### src/arps_consts.vh
// Constants for the automatic restart power sequencer
`ifndef ARPS_CONSTS_VH
`define ARPS_CONSTS_VH

`define CLK_PERIOD_NS      100
`define TICK_PERIOD_NS     1000000
`define TICK_CYCLES        (`TICK_PERIOD_NS / `CLK_PERIOD_NS)
`define SURGE_MIN_NS       16670000
`define SURGE_MIN_CYCLES   ((`SURGE_MIN_NS + `CLK_PERIOD_NS - 1) / `CLK_PERIOD_NS)

`define RESTART_DELAY_MS   20'h005dc
`define SUPPLY_TIMEOUT_MS  20'h003e8
`define SEQ_COMPLETE_MS    20'h001c2
`define MS_PER_S           20'h003e8

`define WINDOW_MIN_S       10'h01e
`define WINDOW_MAX_S       10'h258
`define WINDOW_RST_S       10'h258

`define REG_CTRL           4'h0
`define REG_WINDOW         4'h4
`define REG_STATUS         4'h8
`define REG_REMAIN         4'hc

`define CTRL_ALT_OPT_BIT   0
`define CTRL_POWER_ON_BIT  1
`define CTRL_RST           1'h0

`define RESTART_VECTOR     8'h80
`define LINE_FREQ_VECTOR   8'h9a

`endif

### src/ms_timer.v
// Reloadable down counter stepped by a shared timebase tick
`timescale 1ns/1ps
`default_nettype none
module ms_timer #(
    parameter W = 20
) (
    input  wire         ref_clk,
    input  wire         srst,
    input  wire         ce,
    input  wire         load,
    input  wire [W-1:0] load_val,
    input  wire         tick,
    output reg  [W-1:0] count_q
);
    always @(posedge ref_clk) begin
        if (srst) begin
            count_q <= {W{1'b0}};
        end else if (ce) begin
            if (load) begin
                count_q <= load_val;
            end else if (tick && count_q != {W{1'b0}}) begin
                count_q <= count_q - {{(W-1){1'b0}}, 1'b1};
            end
        end
    end
endmodule
`default_nettype wire

### src/surge_stage.v
// One surge limiter stage: minimum feed time, then switch on a peak
`timescale 1ns/1ps
`default_nettype none
module surge_stage #(
    parameter MIN_CYCLES = 166700
) (
    input  wire ref_clk,
    input  wire srst,
    input  wire ce,
    input  wire enable,
    input  wire feed_on,
    input  wire peak,
    output reg  switch_on_q
);
    reg [17:0] count_q;
    reg        armed_q;

    always @(posedge ref_clk) begin
        if (srst) begin
            count_q     <= 18'h00000;
            armed_q     <= 1'b0;
            switch_on_q <= 1'b0;
        end else if (ce) begin
            if (!enable || !feed_on) begin
                // Gate removed; triac opens at its next current zero
                count_q     <= 18'h00000;
                armed_q     <= 1'b0;
                switch_on_q <= 1'b0;
            end else begin
                if (!armed_q) begin
                    if (count_q == MIN_CYCLES[17:0] - 18'h00001) begin
                        armed_q <= 1'b1;
                    end else begin
                        count_q <= count_q + 18'h00001;
                    end
                end
                if (armed_q && peak) begin
                    switch_on_q <= 1'b1;
                end
            end
        end
    end
endmodule
`default_nettype wire

### src/auto_restart_power_sequencer.v
// Automatic restart sequencer, surge limiter control, line timer source
`timescale 1ns/1ps
`default_nettype none
`include "arps_consts.vh"
module auto_restart_power_sequencer #(
    parameter TICK_CYCLES      = `TICK_CYCLES,
    parameter SURGE_MIN_CYCLES = `SURGE_MIN_CYCLES
) (
    input  wire        ref_clk,
    input  wire        srst,
    input  wire        ce,
    input  wire [3:0]  avs_address,
    input  wire        avs_read,
    input  wire        avs_write,
    input  wire [31:0] avs_writedata,
    output reg  [31:0] avs_readdata,
    output reg         avs_waitrequest,
    input  wire        mains_present,
    input  wire        off_button_pressed,
    input  wire        thermostats_closed,
    input  wire        auto_mode,
    input  wire        bus_level_monitor,
    input  wire        peak_a,
    input  wire        peak_b,
    input  wire        peak_c,
    input  wire        line_phase_p,
    input  wire        line_phase_n,
    input  wire        alt_line_signal,
    input  wire        alt_source_present,
    output reg         main_power_latch,
    output reg         supply_ac_contactor,
    output reg         supply_good_latch,
    output reg         sequenced_ac_contactor,
    output reg         supply_good_timeout_trip,
    output reg         sequence_complete,
    output reg         hw_initialize,
    output reg         surge_enable_a,
    output reg         surge_enable_b,
    output reg         surge_enable_c,
    output wire        surge_switch_a,
    output wire        surge_switch_b,
    output wire        surge_switch_c,
    output reg         alt_source_fail_relay,
    output reg         alt_source_selected,
    output reg         program_interrupt,
    output reg  [7:0]  program_interrupt_vector
);
    localparam [2:0] ST_OFF   = 3'h0;
    localparam [2:0] ST_SUPW  = 3'h1;
    localparam [2:0] ST_SEQ   = 3'h2;
    localparam [2:0] ST_RUN   = 3'h3;
    localparam [2:0] ST_TRIP  = 3'h4;

    reg  [2:0]  state_q;
    reg  [2:0]  state_d;
    reg  [13:0] tick_cnt_q;
    reg         tick_q;
    reg         mains_q;
    reg         alt_opt_q;
    reg         power_on_q;
    reg  [9:0]  window_s_q;
    reg         auto_start_q;
    reg         restart_pend_q;
    reg         line_pend_q;
    reg         line_sig_q;
    reg         line_sig_d;

    wire [19:0] win_cnt;
    wire [19:0] dly_cnt;
    wire [19:0] sgt_cnt;
    wire [19:0] seq_cnt;
    wire [19:0] win_full;
    wire        window_open;
    wire        shutdown;
    wire        mains_return;
    wire        seq_on;
    wire        win_load;
    wire [19:0] win_val;
    wire        alt_use;
    wire        line_event;
    wire        delay_done;
    wire        can_start;

    always @(posedge ref_clk) begin
        if (srst) begin
            tick_cnt_q <= 14'h0000;
            tick_q     <= 1'b0;
        end else if (ce) begin
            tick_q <= 1'b0;
            if (tick_cnt_q == TICK_CYCLES[13:0] - 14'h0001) begin
                tick_cnt_q <= 14'h0000;
                tick_q     <= 1'b1;
            end else begin
                tick_cnt_q <= tick_cnt_q + 14'h0001;
            end
        end
    end

    assign seq_on       = (state_q == ST_SEQ) || (state_q == ST_RUN);
    assign shutdown     = seq_on && (state_d == ST_OFF);
    assign mains_return = mains_present && !mains_q;
    assign win_full     = {10'h000, window_s_q} * `MS_PER_S;
    assign window_open  = (win_cnt != 20'h00000);
    // Window held closed while sequenced AC is on
    assign win_load     = shutdown || seq_on ||
                          (mains_return && !seq_on);
    assign win_val      = (seq_on && !shutdown) ? 20'h00000 : win_full;
    assign delay_done   = (dly_cnt == 20'h00000) && mains_present;
    assign can_start    = !off_button_pressed && thermostats_closed &&
                          mains_present;

    ms_timer #(.W(20)) u_window (
        .ref_clk  (ref_clk),
        .srst     (srst),
        .ce       (ce),
        .load     (win_load),
        .load_val (win_val),
        .tick     (tick_q),
        .count_q  (win_cnt)
    );

    // Reloaded outside idle and while mains is absent
    ms_timer #(.W(20)) u_delay (
        .ref_clk  (ref_clk),
        .srst     (srst),
        .ce       (ce),
        .load     ((state_q != ST_OFF) || !mains_present),
        .load_val (`RESTART_DELAY_MS),
        .tick     (tick_q),
        .count_q  (dly_cnt)
    );

    ms_timer #(.W(20)) u_timeout (
        .ref_clk  (ref_clk),
        .srst     (srst),
        .ce       (ce),
        .load     (state_q != ST_SUPW),
        .load_val (`SUPPLY_TIMEOUT_MS),
        .tick     (tick_q),
        .count_q  (sgt_cnt)
    );

    ms_timer #(.W(20)) u_seq (
        .ref_clk  (ref_clk),
        .srst     (srst),
        .ce       (ce),
        .load     (state_q != ST_SEQ),
        .load_val (`SEQ_COMPLETE_MS),
        .tick     (tick_q),
        .count_q  (seq_cnt)
    );

    always @* begin
        state_d = state_q;
        case (state_q)
            ST_OFF: begin
                if (can_start && power_on_q) begin
                    state_d = ST_SUPW;
                end else if (can_start && delay_done && window_open &&
                             auto_mode) begin
                    state_d = ST_SUPW;
                end
            end
            ST_SUPW: begin
                if (!can_start) begin
                    state_d = ST_OFF;
                end else if (bus_level_monitor) begin
                    state_d = ST_SEQ;
                end else if (sgt_cnt == 20'h00000) begin
                    state_d = ST_TRIP;
                end
            end
            ST_SEQ: begin
                if (!can_start || !bus_level_monitor) begin
                    state_d = ST_OFF;
                end else if (seq_cnt == 20'h00000) begin
                    state_d = ST_RUN;
                end
            end
            ST_RUN: begin
                if (!can_start || !bus_level_monitor) begin
                    state_d = ST_OFF;
                end
            end
            ST_TRIP: begin
                if (!mains_present || !auto_mode || !window_open) begin
                    state_d = ST_OFF;
                end
            end
            default: begin
                state_d = ST_OFF;
            end
        endcase
    end

    always @(posedge ref_clk) begin
        if (srst) begin
            state_q                  <= ST_OFF;
            mains_q                  <= 1'b1;
            auto_start_q             <= 1'b0;
            main_power_latch         <= 1'b0;
            supply_ac_contactor      <= 1'b0;
            supply_good_latch        <= 1'b0;
            sequenced_ac_contactor   <= 1'b0;
            supply_good_timeout_trip <= 1'b0;
            sequence_complete        <= 1'b0;
            hw_initialize            <= 1'b1;
            surge_enable_a           <= 1'b0;
            surge_enable_b           <= 1'b0;
            surge_enable_c           <= 1'b0;
        end else if (ce) begin
            state_q <= state_d;
            mains_q <= mains_present;
            if (state_q == ST_OFF && state_d == ST_SUPW) begin
                auto_start_q <= !power_on_q;
            end
            main_power_latch         <= (state_d != ST_OFF);
            supply_ac_contactor      <= (state_d == ST_SUPW) ||
                                        (state_d == ST_SEQ) ||
                                        (state_d == ST_RUN);
            supply_good_latch        <= (state_d == ST_SEQ) ||
                                        (state_d == ST_RUN);
            sequenced_ac_contactor   <= (state_d == ST_SEQ) ||
                                        (state_d == ST_RUN);
            supply_good_timeout_trip <= (state_d == ST_TRIP);
            sequence_complete        <= (state_d == ST_RUN);
            hw_initialize            <= (state_d != ST_RUN);
            surge_enable_a           <= (state_d != ST_OFF);
            surge_enable_b           <= (state_d != ST_OFF);
            surge_enable_c           <= (state_d != ST_OFF);
        end
    end

    surge_stage #(.MIN_CYCLES(SURGE_MIN_CYCLES)) u_stage_a (
        .ref_clk     (ref_clk),
        .srst        (srst),
        .ce          (ce),
        .enable      (surge_enable_a),
        .feed_on     (supply_ac_contactor),
        .peak        (peak_a),
        .switch_on_q (surge_switch_a)
    );

    surge_stage #(.MIN_CYCLES(SURGE_MIN_CYCLES)) u_stage_b (
        .ref_clk     (ref_clk),
        .srst        (srst),
        .ce          (ce),
        .enable      (surge_enable_b),
        .feed_on     (supply_ac_contactor),
        .peak        (peak_b),
        .switch_on_q (surge_switch_b)
    );

    // Peripheral and analog stage fed from sequenced AC, so it lags
    surge_stage #(.MIN_CYCLES(SURGE_MIN_CYCLES)) u_stage_c (
        .ref_clk     (ref_clk),
        .srst        (srst),
        .ce          (ce),
        .enable      (surge_enable_c),
        .feed_on     (sequenced_ac_contactor),
        .peak        (peak_c),
        .switch_on_q (surge_switch_c)
    );

    // Line-frequency source selection and events
    assign alt_use = alt_opt_q && sequenced_ac_contactor &&
                     alt_source_present;
    always @* begin
        if (alt_use) begin
            line_sig_d = alt_line_signal;
        end else begin
            line_sig_d = line_phase_p ^ line_phase_n;
        end
    end
    assign line_event = sequenced_ac_contactor && line_sig_d && !line_sig_q;

    always @(posedge ref_clk) begin
        if (srst) begin
            line_sig_q              <= 1'b0;
            restart_pend_q          <= 1'b0;
            line_pend_q             <= 1'b0;
            alt_source_fail_relay   <= 1'b0;
            alt_source_selected     <= 1'b0;
            program_interrupt       <= 1'b0;
            program_interrupt_vector <= 8'h00;
        end else if (ce) begin
            line_sig_q            <= line_sig_d;
            alt_source_selected   <= alt_use;
            alt_source_fail_relay <= alt_opt_q && sequenced_ac_contactor &&
                                     !alt_source_present;
            program_interrupt     <= 1'b0;
            if (restart_pend_q) begin
                // Restart interrupt outranks line-frequency events
                program_interrupt        <= 1'b1;
                program_interrupt_vector <= `RESTART_VECTOR;
                restart_pend_q           <= 1'b0;
                line_pend_q              <= line_pend_q || line_event;
            end else if (line_pend_q) begin
                program_interrupt        <= 1'b1;
                program_interrupt_vector <= `LINE_FREQ_VECTOR;
                line_pend_q              <= line_event;
            end else begin
                line_pend_q <= line_event;
            end
            if (state_q == ST_SEQ && state_d == ST_RUN && auto_start_q) begin
                restart_pend_q <= 1'b1;
            end
        end
    end

    // Avalon-MM slave: one wait cycle, then the access completes
    always @(posedge ref_clk) begin
        if (srst) begin
            avs_waitrequest <= 1'b1;
            avs_readdata    <= 32'h00000000;
            alt_opt_q       <= `CTRL_RST;
            power_on_q      <= 1'b0;
            window_s_q      <= `WINDOW_RST_S;
        end else if (ce) begin
            if (state_q != ST_OFF) begin
                power_on_q <= 1'b0;
            end
            if ((avs_read || avs_write) && avs_waitrequest) begin
                avs_waitrequest <= 1'b0;
                case (avs_address)
                    `REG_CTRL:   avs_readdata <= {30'h0, power_on_q,
                                                  alt_opt_q};
                    `REG_WINDOW: avs_readdata <= {22'h0, window_s_q};
                    `REG_STATUS: avs_readdata <= {16'h0,
                        alt_source_selected, alt_source_fail_relay,
                        window_open, hw_initialize, sequence_complete,
                        supply_good_timeout_trip, sequenced_ac_contactor,
                        supply_good_latch, supply_ac_contactor,
                        main_power_latch, surge_switch_c, surge_switch_b,
                        surge_switch_a, state_q};
                    `REG_REMAIN: avs_readdata <= {12'h0, win_cnt};
                    default:     avs_readdata <= 32'h00000000;
                endcase
            end else begin
                avs_waitrequest <= 1'b1;
                if (avs_write && !avs_waitrequest) begin
                    if (avs_address == `REG_CTRL) begin
                        alt_opt_q  <= avs_writedata[`CTRL_ALT_OPT_BIT];
                        power_on_q <= avs_writedata[`CTRL_POWER_ON_BIT];
                    end
                    if (avs_address == `REG_WINDOW) begin
                        if (avs_writedata[9:0] < `WINDOW_MIN_S) begin
                            window_s_q <= `WINDOW_MIN_S;
                        end else if (avs_writedata[31:10] != 22'h0 ||
                                     avs_writedata[9:0] > `WINDOW_MAX_S) begin
                            window_s_q <= `WINDOW_MAX_S;
                        end else begin
                            window_s_q <= avs_writedata[9:0];
                        end
                    end
                end
            end
        end
    end
endmodule
`default_nettype wire

### config.mk
export PLATFORM = sky130hd
export DESIGN_NAME = auto_restart_power_sequencer
export DESIGN_NICKNAME = d
export VERILOG_FILES = /design/src/ms_timer.v /design/src/surge_stage.v /design/src/auto_restart_power_sequencer.v
export VERILOG_INCLUDE_DIRS = /design/src
export SDC_FILE = /design/constraint.sdc
export NUM_CORES = 1
export LEC_CHECK = 0
export ABC_AREA = 1
export BUFFER_PORTS_ARGS = -buffer_cell sky130_fd_sc_hd__buf_2
export CAP_MARGIN = 40
export CORE_MARGIN = 2
export CORE_UTILIZATION = 45
export DETAILED_ROUTE_END_ITERATION = 10
export PLACE_DENSITY = 0.65
export SLEW_MARGIN = 15
export SYNTH_ARGS = -nofsm -noshare
export SYNTH_HDL_FRONTEND = slang
export SYNTH_SLANG_ARGS = --single-unit
### constraint.sdc
create_clock -name ref_clk -period 3.85 [get_ports ref_clk]
set_input_delay 0.1925 -clock ref_clk [delete_from_list [all_inputs] [get_ports ref_clk]]
set_output_delay 0.1925 -clock ref_clk [all_outputs]
set_load 0.005 [all_outputs]
==> metrics.md <==
| Metric | Value |
|---|---|
| Run status | finished clean |
| Io pins | 110 |
| Aggregate routed wire length | 35510 um |
| Worst path max stage delay | 0.57 ns |
| Slew HR | 42.70% |
| Final Hold Vio Count | 0 |
| Core footprint | 0.02964 mm^2 |
| WL/cell | 14.18 um |
| Drt drc | 0 |
| Fin Setup TNS | 0 ns |
| Clock power share | 45.4% |
| Worst setup SP type | flip-flop |
| Vias in the first global route | 12010 |
| CP Cell Sequence | buf_4 > fa_1 > xor2_1 > ha_1 > inv_1 > fa_1 > fa_1 > inv_1 > ha_4 > buf_4 > nand2_1 > nor2_1 > nand3_1 > nand3_1 > or2_2 > nand3_1 > a31oi_1 |
| Power Total | 5541 uW |
| Max-slew violations | 0 |
| Clock root buffer | clkbuf_16 |
| Vias per cell | 5.197 |
| ANT nets after route | 0 |
| Non-filler cells, final | 2504 |
| Req. time, crit path | 4.24 ns |
| Flop pwr share | 40.6% |
| Utilization after layout | 52.47% |
| ANT cells | 0 |
| Via count | 13010 |
| Clk_skew | 0.007260 ns |
| Largest net degree at the start of global routing | 86 |
| Die ar. | 0.03153 mm^2 |
| Critical path class | flip-flop to flip-flop |
| Worst-margin pin slew | 0.8594 ns |
| FF+latch count, synth | 207 |
| Grt ovf | 0 |
| Initial antenna violation count | 0 |
| HP Class | input pin to flip-flop |
| CP max FO | 6 |
| Post-synthesis xor/xnor area fraction | 6.266% |
| Nets | 2227 |
| Synth Area in Compound Gates | 13.65% |
| Fin crit period | 3.674 ns |
| Comb pwr share | 14.0% |
| Leak | 0.006540 uW |
| Clock slew seen by the registers of the worst setup and hold paths | 0.06 ns |
| Synthesized area | 0.01356 mm^2 |
| DRT iter0 DRCs | 1116 |
| Chip width | 177.6 um |
| Async SR Flop Fraction | 0% |
| Worst Path Arrival | 4.06 ns |
| Bufs on Longest Clock Path | 3 |
| Initial Util | 45.74% |
| CTS buffer count | 26 |
| Post-placement cell count | 2442 |
| Net Sw Frac | 27.45% |
| Ys flop type | dfxtp_1 |
| Final Cycle Share | 95.42% |
| Largest family of logic cells by synthesized area | simple AND/OR/NAND/NOR gates |
| Post-synth cell types | 57 |
| Total clock sinks | 207 |
| Slowest CP cell | fa_1 |
| Synthesized netlist cell count | 1994 |
| Synth-to-Final Area Change | 14.69% |
| Yosys warning total | 0 |
| Input/output buffers | 93 |
| First-pass GRT wire length | 59010 um |
| TritonCTS clock tree | done |
| Post-DP HPWL | 26230 um |
| FMAX | 0.2722 GHz |
| Post-Synth Adder-Cell Area | 8.989% |
| Global Route Usage Sum | 22.47% |
| Register area share after synthesis | 30.56% |
| EDFF count, synth | 0 |
| Mux share of post-synthesis cell area | 0% |
| Syn_area_per_cell | 6.799 um^2 |
| Placement Rows | 63 |
| First-pass iteration count of the detailed router | 5 |
| Share of cells above drive strength 1 | 12.54% |
| Crit. End Element | flip-flop |
| Post-route cell area | 0.01555 mm^2 |
| GPL Wtd Cong | 0.9176 |
| Post-DP Area | 0.01435 mm^2 |
| Final Setup Violations | 0 |
| Maximum VDD drop | 337.0 uV |
| Pint | 4020 uW |
| Synth Area in Simple Gates | 30.70% |
| Die H | 177.6 um |
| Clock Latency Late Sink | 0.53 ns |
| Sw power | 1521 uW |
| Max Cap Viol | 0 |
| PwrDens | 356.3 mW/mm^2 |
| Htree depth | 1 |
## Yosys cell counts, types with 8 or more instances
master	instances	area share [%]
nand4_1	34	1.6
o21ai_0	91	3.4
fa_1	29	4.3
nor3_1	49	1.8
nand3_1	113	4.2
o211ai_1	8	0.44
ha_1	51	4.7
nand2_2	10	0.46
xor2_1	79	5.1
clkbuf_1	31	0.86
inv_1	204	5.6
xnor2_1	18	1.2
dfxtp_1	207	31
nor2_1	269	7.4
nand2_1	428	12
or2_2	8	0.37
buf_4	27	1.5
a21oi_1	189	7.0
a31oi_1	17	0.78
nor4_1	17	0.78
o22ai_1	8	0.37
buf_2	13	0.48
inv_2	14	0.39
## state kept, by name (all words and copies together) (netlist names), 2 cells and up
name                      cells
avs_readdata                 20
program_interrupt_vector      2
state_q                       3
tick_cnt_q                   14
u_delay.count_q              20
u_seq.count_q                20
u_stage_a.count_q            18
u_stage_b.count_q            18
u_stage_c.count_q            18
u_timeout.count_q            20
u_window.count_q             20
window_s_q                   10
## per-stage QoR
stage / hold slack, ns / setup WS (ns)
after floorplan: 0.3302 / 0.02037
after global placement: 0.4513 / -0.03944
after detailed placement: 0.4561 / -0.03656
after CTS: 0.03043 / 0.007648
after global routing: 0.08282 / -0.003793
final: 0.04779 / 0.1762
## critical path: cells and delay by family, from the launching register on
family / cells / cell delay (ns)
fa+ha+maj: 5 / 1.99
flops: 1 / 0.31
xor+xnor: 1 / 0.15
compound gates: 1 / 0.07
simple gates: 6 / 0.61
buf+inv: 4 / 0.42
## cells in the final DEF, fill, tap and decap left out, drive strengths merged, types with 2 or more instances in the layout
| cell | n |
|---|---|
| or2 | 10 |
| bufinv | 2 |
| inv | 220 |
| dlygate4sd3 | 13 |
| o221ai | 2 |
| a21oi | 192 |
| a31oi | 17 |
| nor3 | 52 |
| nand3 | 117 |
| nand3b | 3 |
| o211ai | 8 |
| nor2 | 280 |
| a211oi | 7 |
| buf | 127 |
| a21o | 3 |
| conb | 16 |
| ha | 51 |
| o21bai | 4 |
| clkinv | 9 |
| xnor2 | 18 |
| and2 | 2 |
| dfxtp | 207 |
| clkinvlp | 2 |
| nand4 | 34 |
| and3 | 2 |
| nor3b | 5 |
| o22ai | 8 |
| o21ai | 95 |
| xor2 | 79 |
| clkbuf | 37 |
| fa | 29 |
| nand2 | 440 |
| nor4 | 18 |
## final timing paths
path	startpoint	endpoint	slack, ns	cells past startpoint
setup / recovery	window_s_q[1]	u_window.count_q[16]	0.18	17
hold / removal	avs_read	avs_waitrequest	0.05	4
setup reg to reg	window_s_q[1]	u_window.count_q[16]	0.18	17
hold reg to reg	avs_readdata[10]	avs_readdata[10]	0.46	2
## cells by family (layout without fill, tap and decap cells)
logic type                 after synthesis  in the layout
xor gates and xnor gates                97             97
and+or+nand+nor                        963            963
adders and majority gates               80             80
other                                    1             16
DFF                                    207            207
buffers and inverters                  305            410
AOI/OAI and AO/OA                      341            341
## cell type report
| type | instances | area [um^2] |
|---|---|---|
| clock buffers | 37 | 793.3 |
| well taps | 390 | 488.0 |
| flip-flops and latches | 207 | 4148 |
| multi-input cells | 1497 | 8298 |
| inverters | 222 | 843.3 |
| fillers | 2911 | 14090 |
| repair buffers | 140 | 869.6 |
| clock inverters | 11 | 110.1 |
## power by group through the flow
stage | clock network, uW | registers (uW) | logic [uW]
after floorplan | 0 | 2280 | 580
after global placement | 0 | 2290 | 739
after detailed placement | 0 | 2290 | 747
after CTS | 2570 | 2250 | 761
after global routing | 2660 | 2260 | 878
final | 2510 | 2250 | 776
## repair_timing
item                                    in CTS  in global routing
pin swaps                                    0                 15
endpoints found under the hold margin       14                  0
hold buffers                                13                  0
gates resized for setup                      7                 28
setup buffers                                0                  0
endpoints found under the setup margin       6                 10
## metal layers
| metal | part of all wire, % | global-route usage, % | up-vias |
|---|---|---|---|
| met4 | 2.0 | 4.952 | 0 |
| met3 | 5.2 | 2.913 | 44 |
| li1 | - | - | 6676 |
| met5 | 0 | 0 | - |
| met2 | 44 | 35.89 | 321 |
| met1 | 48 | 32.26 | 5973 |
Power figures use the tool's default switching activity.
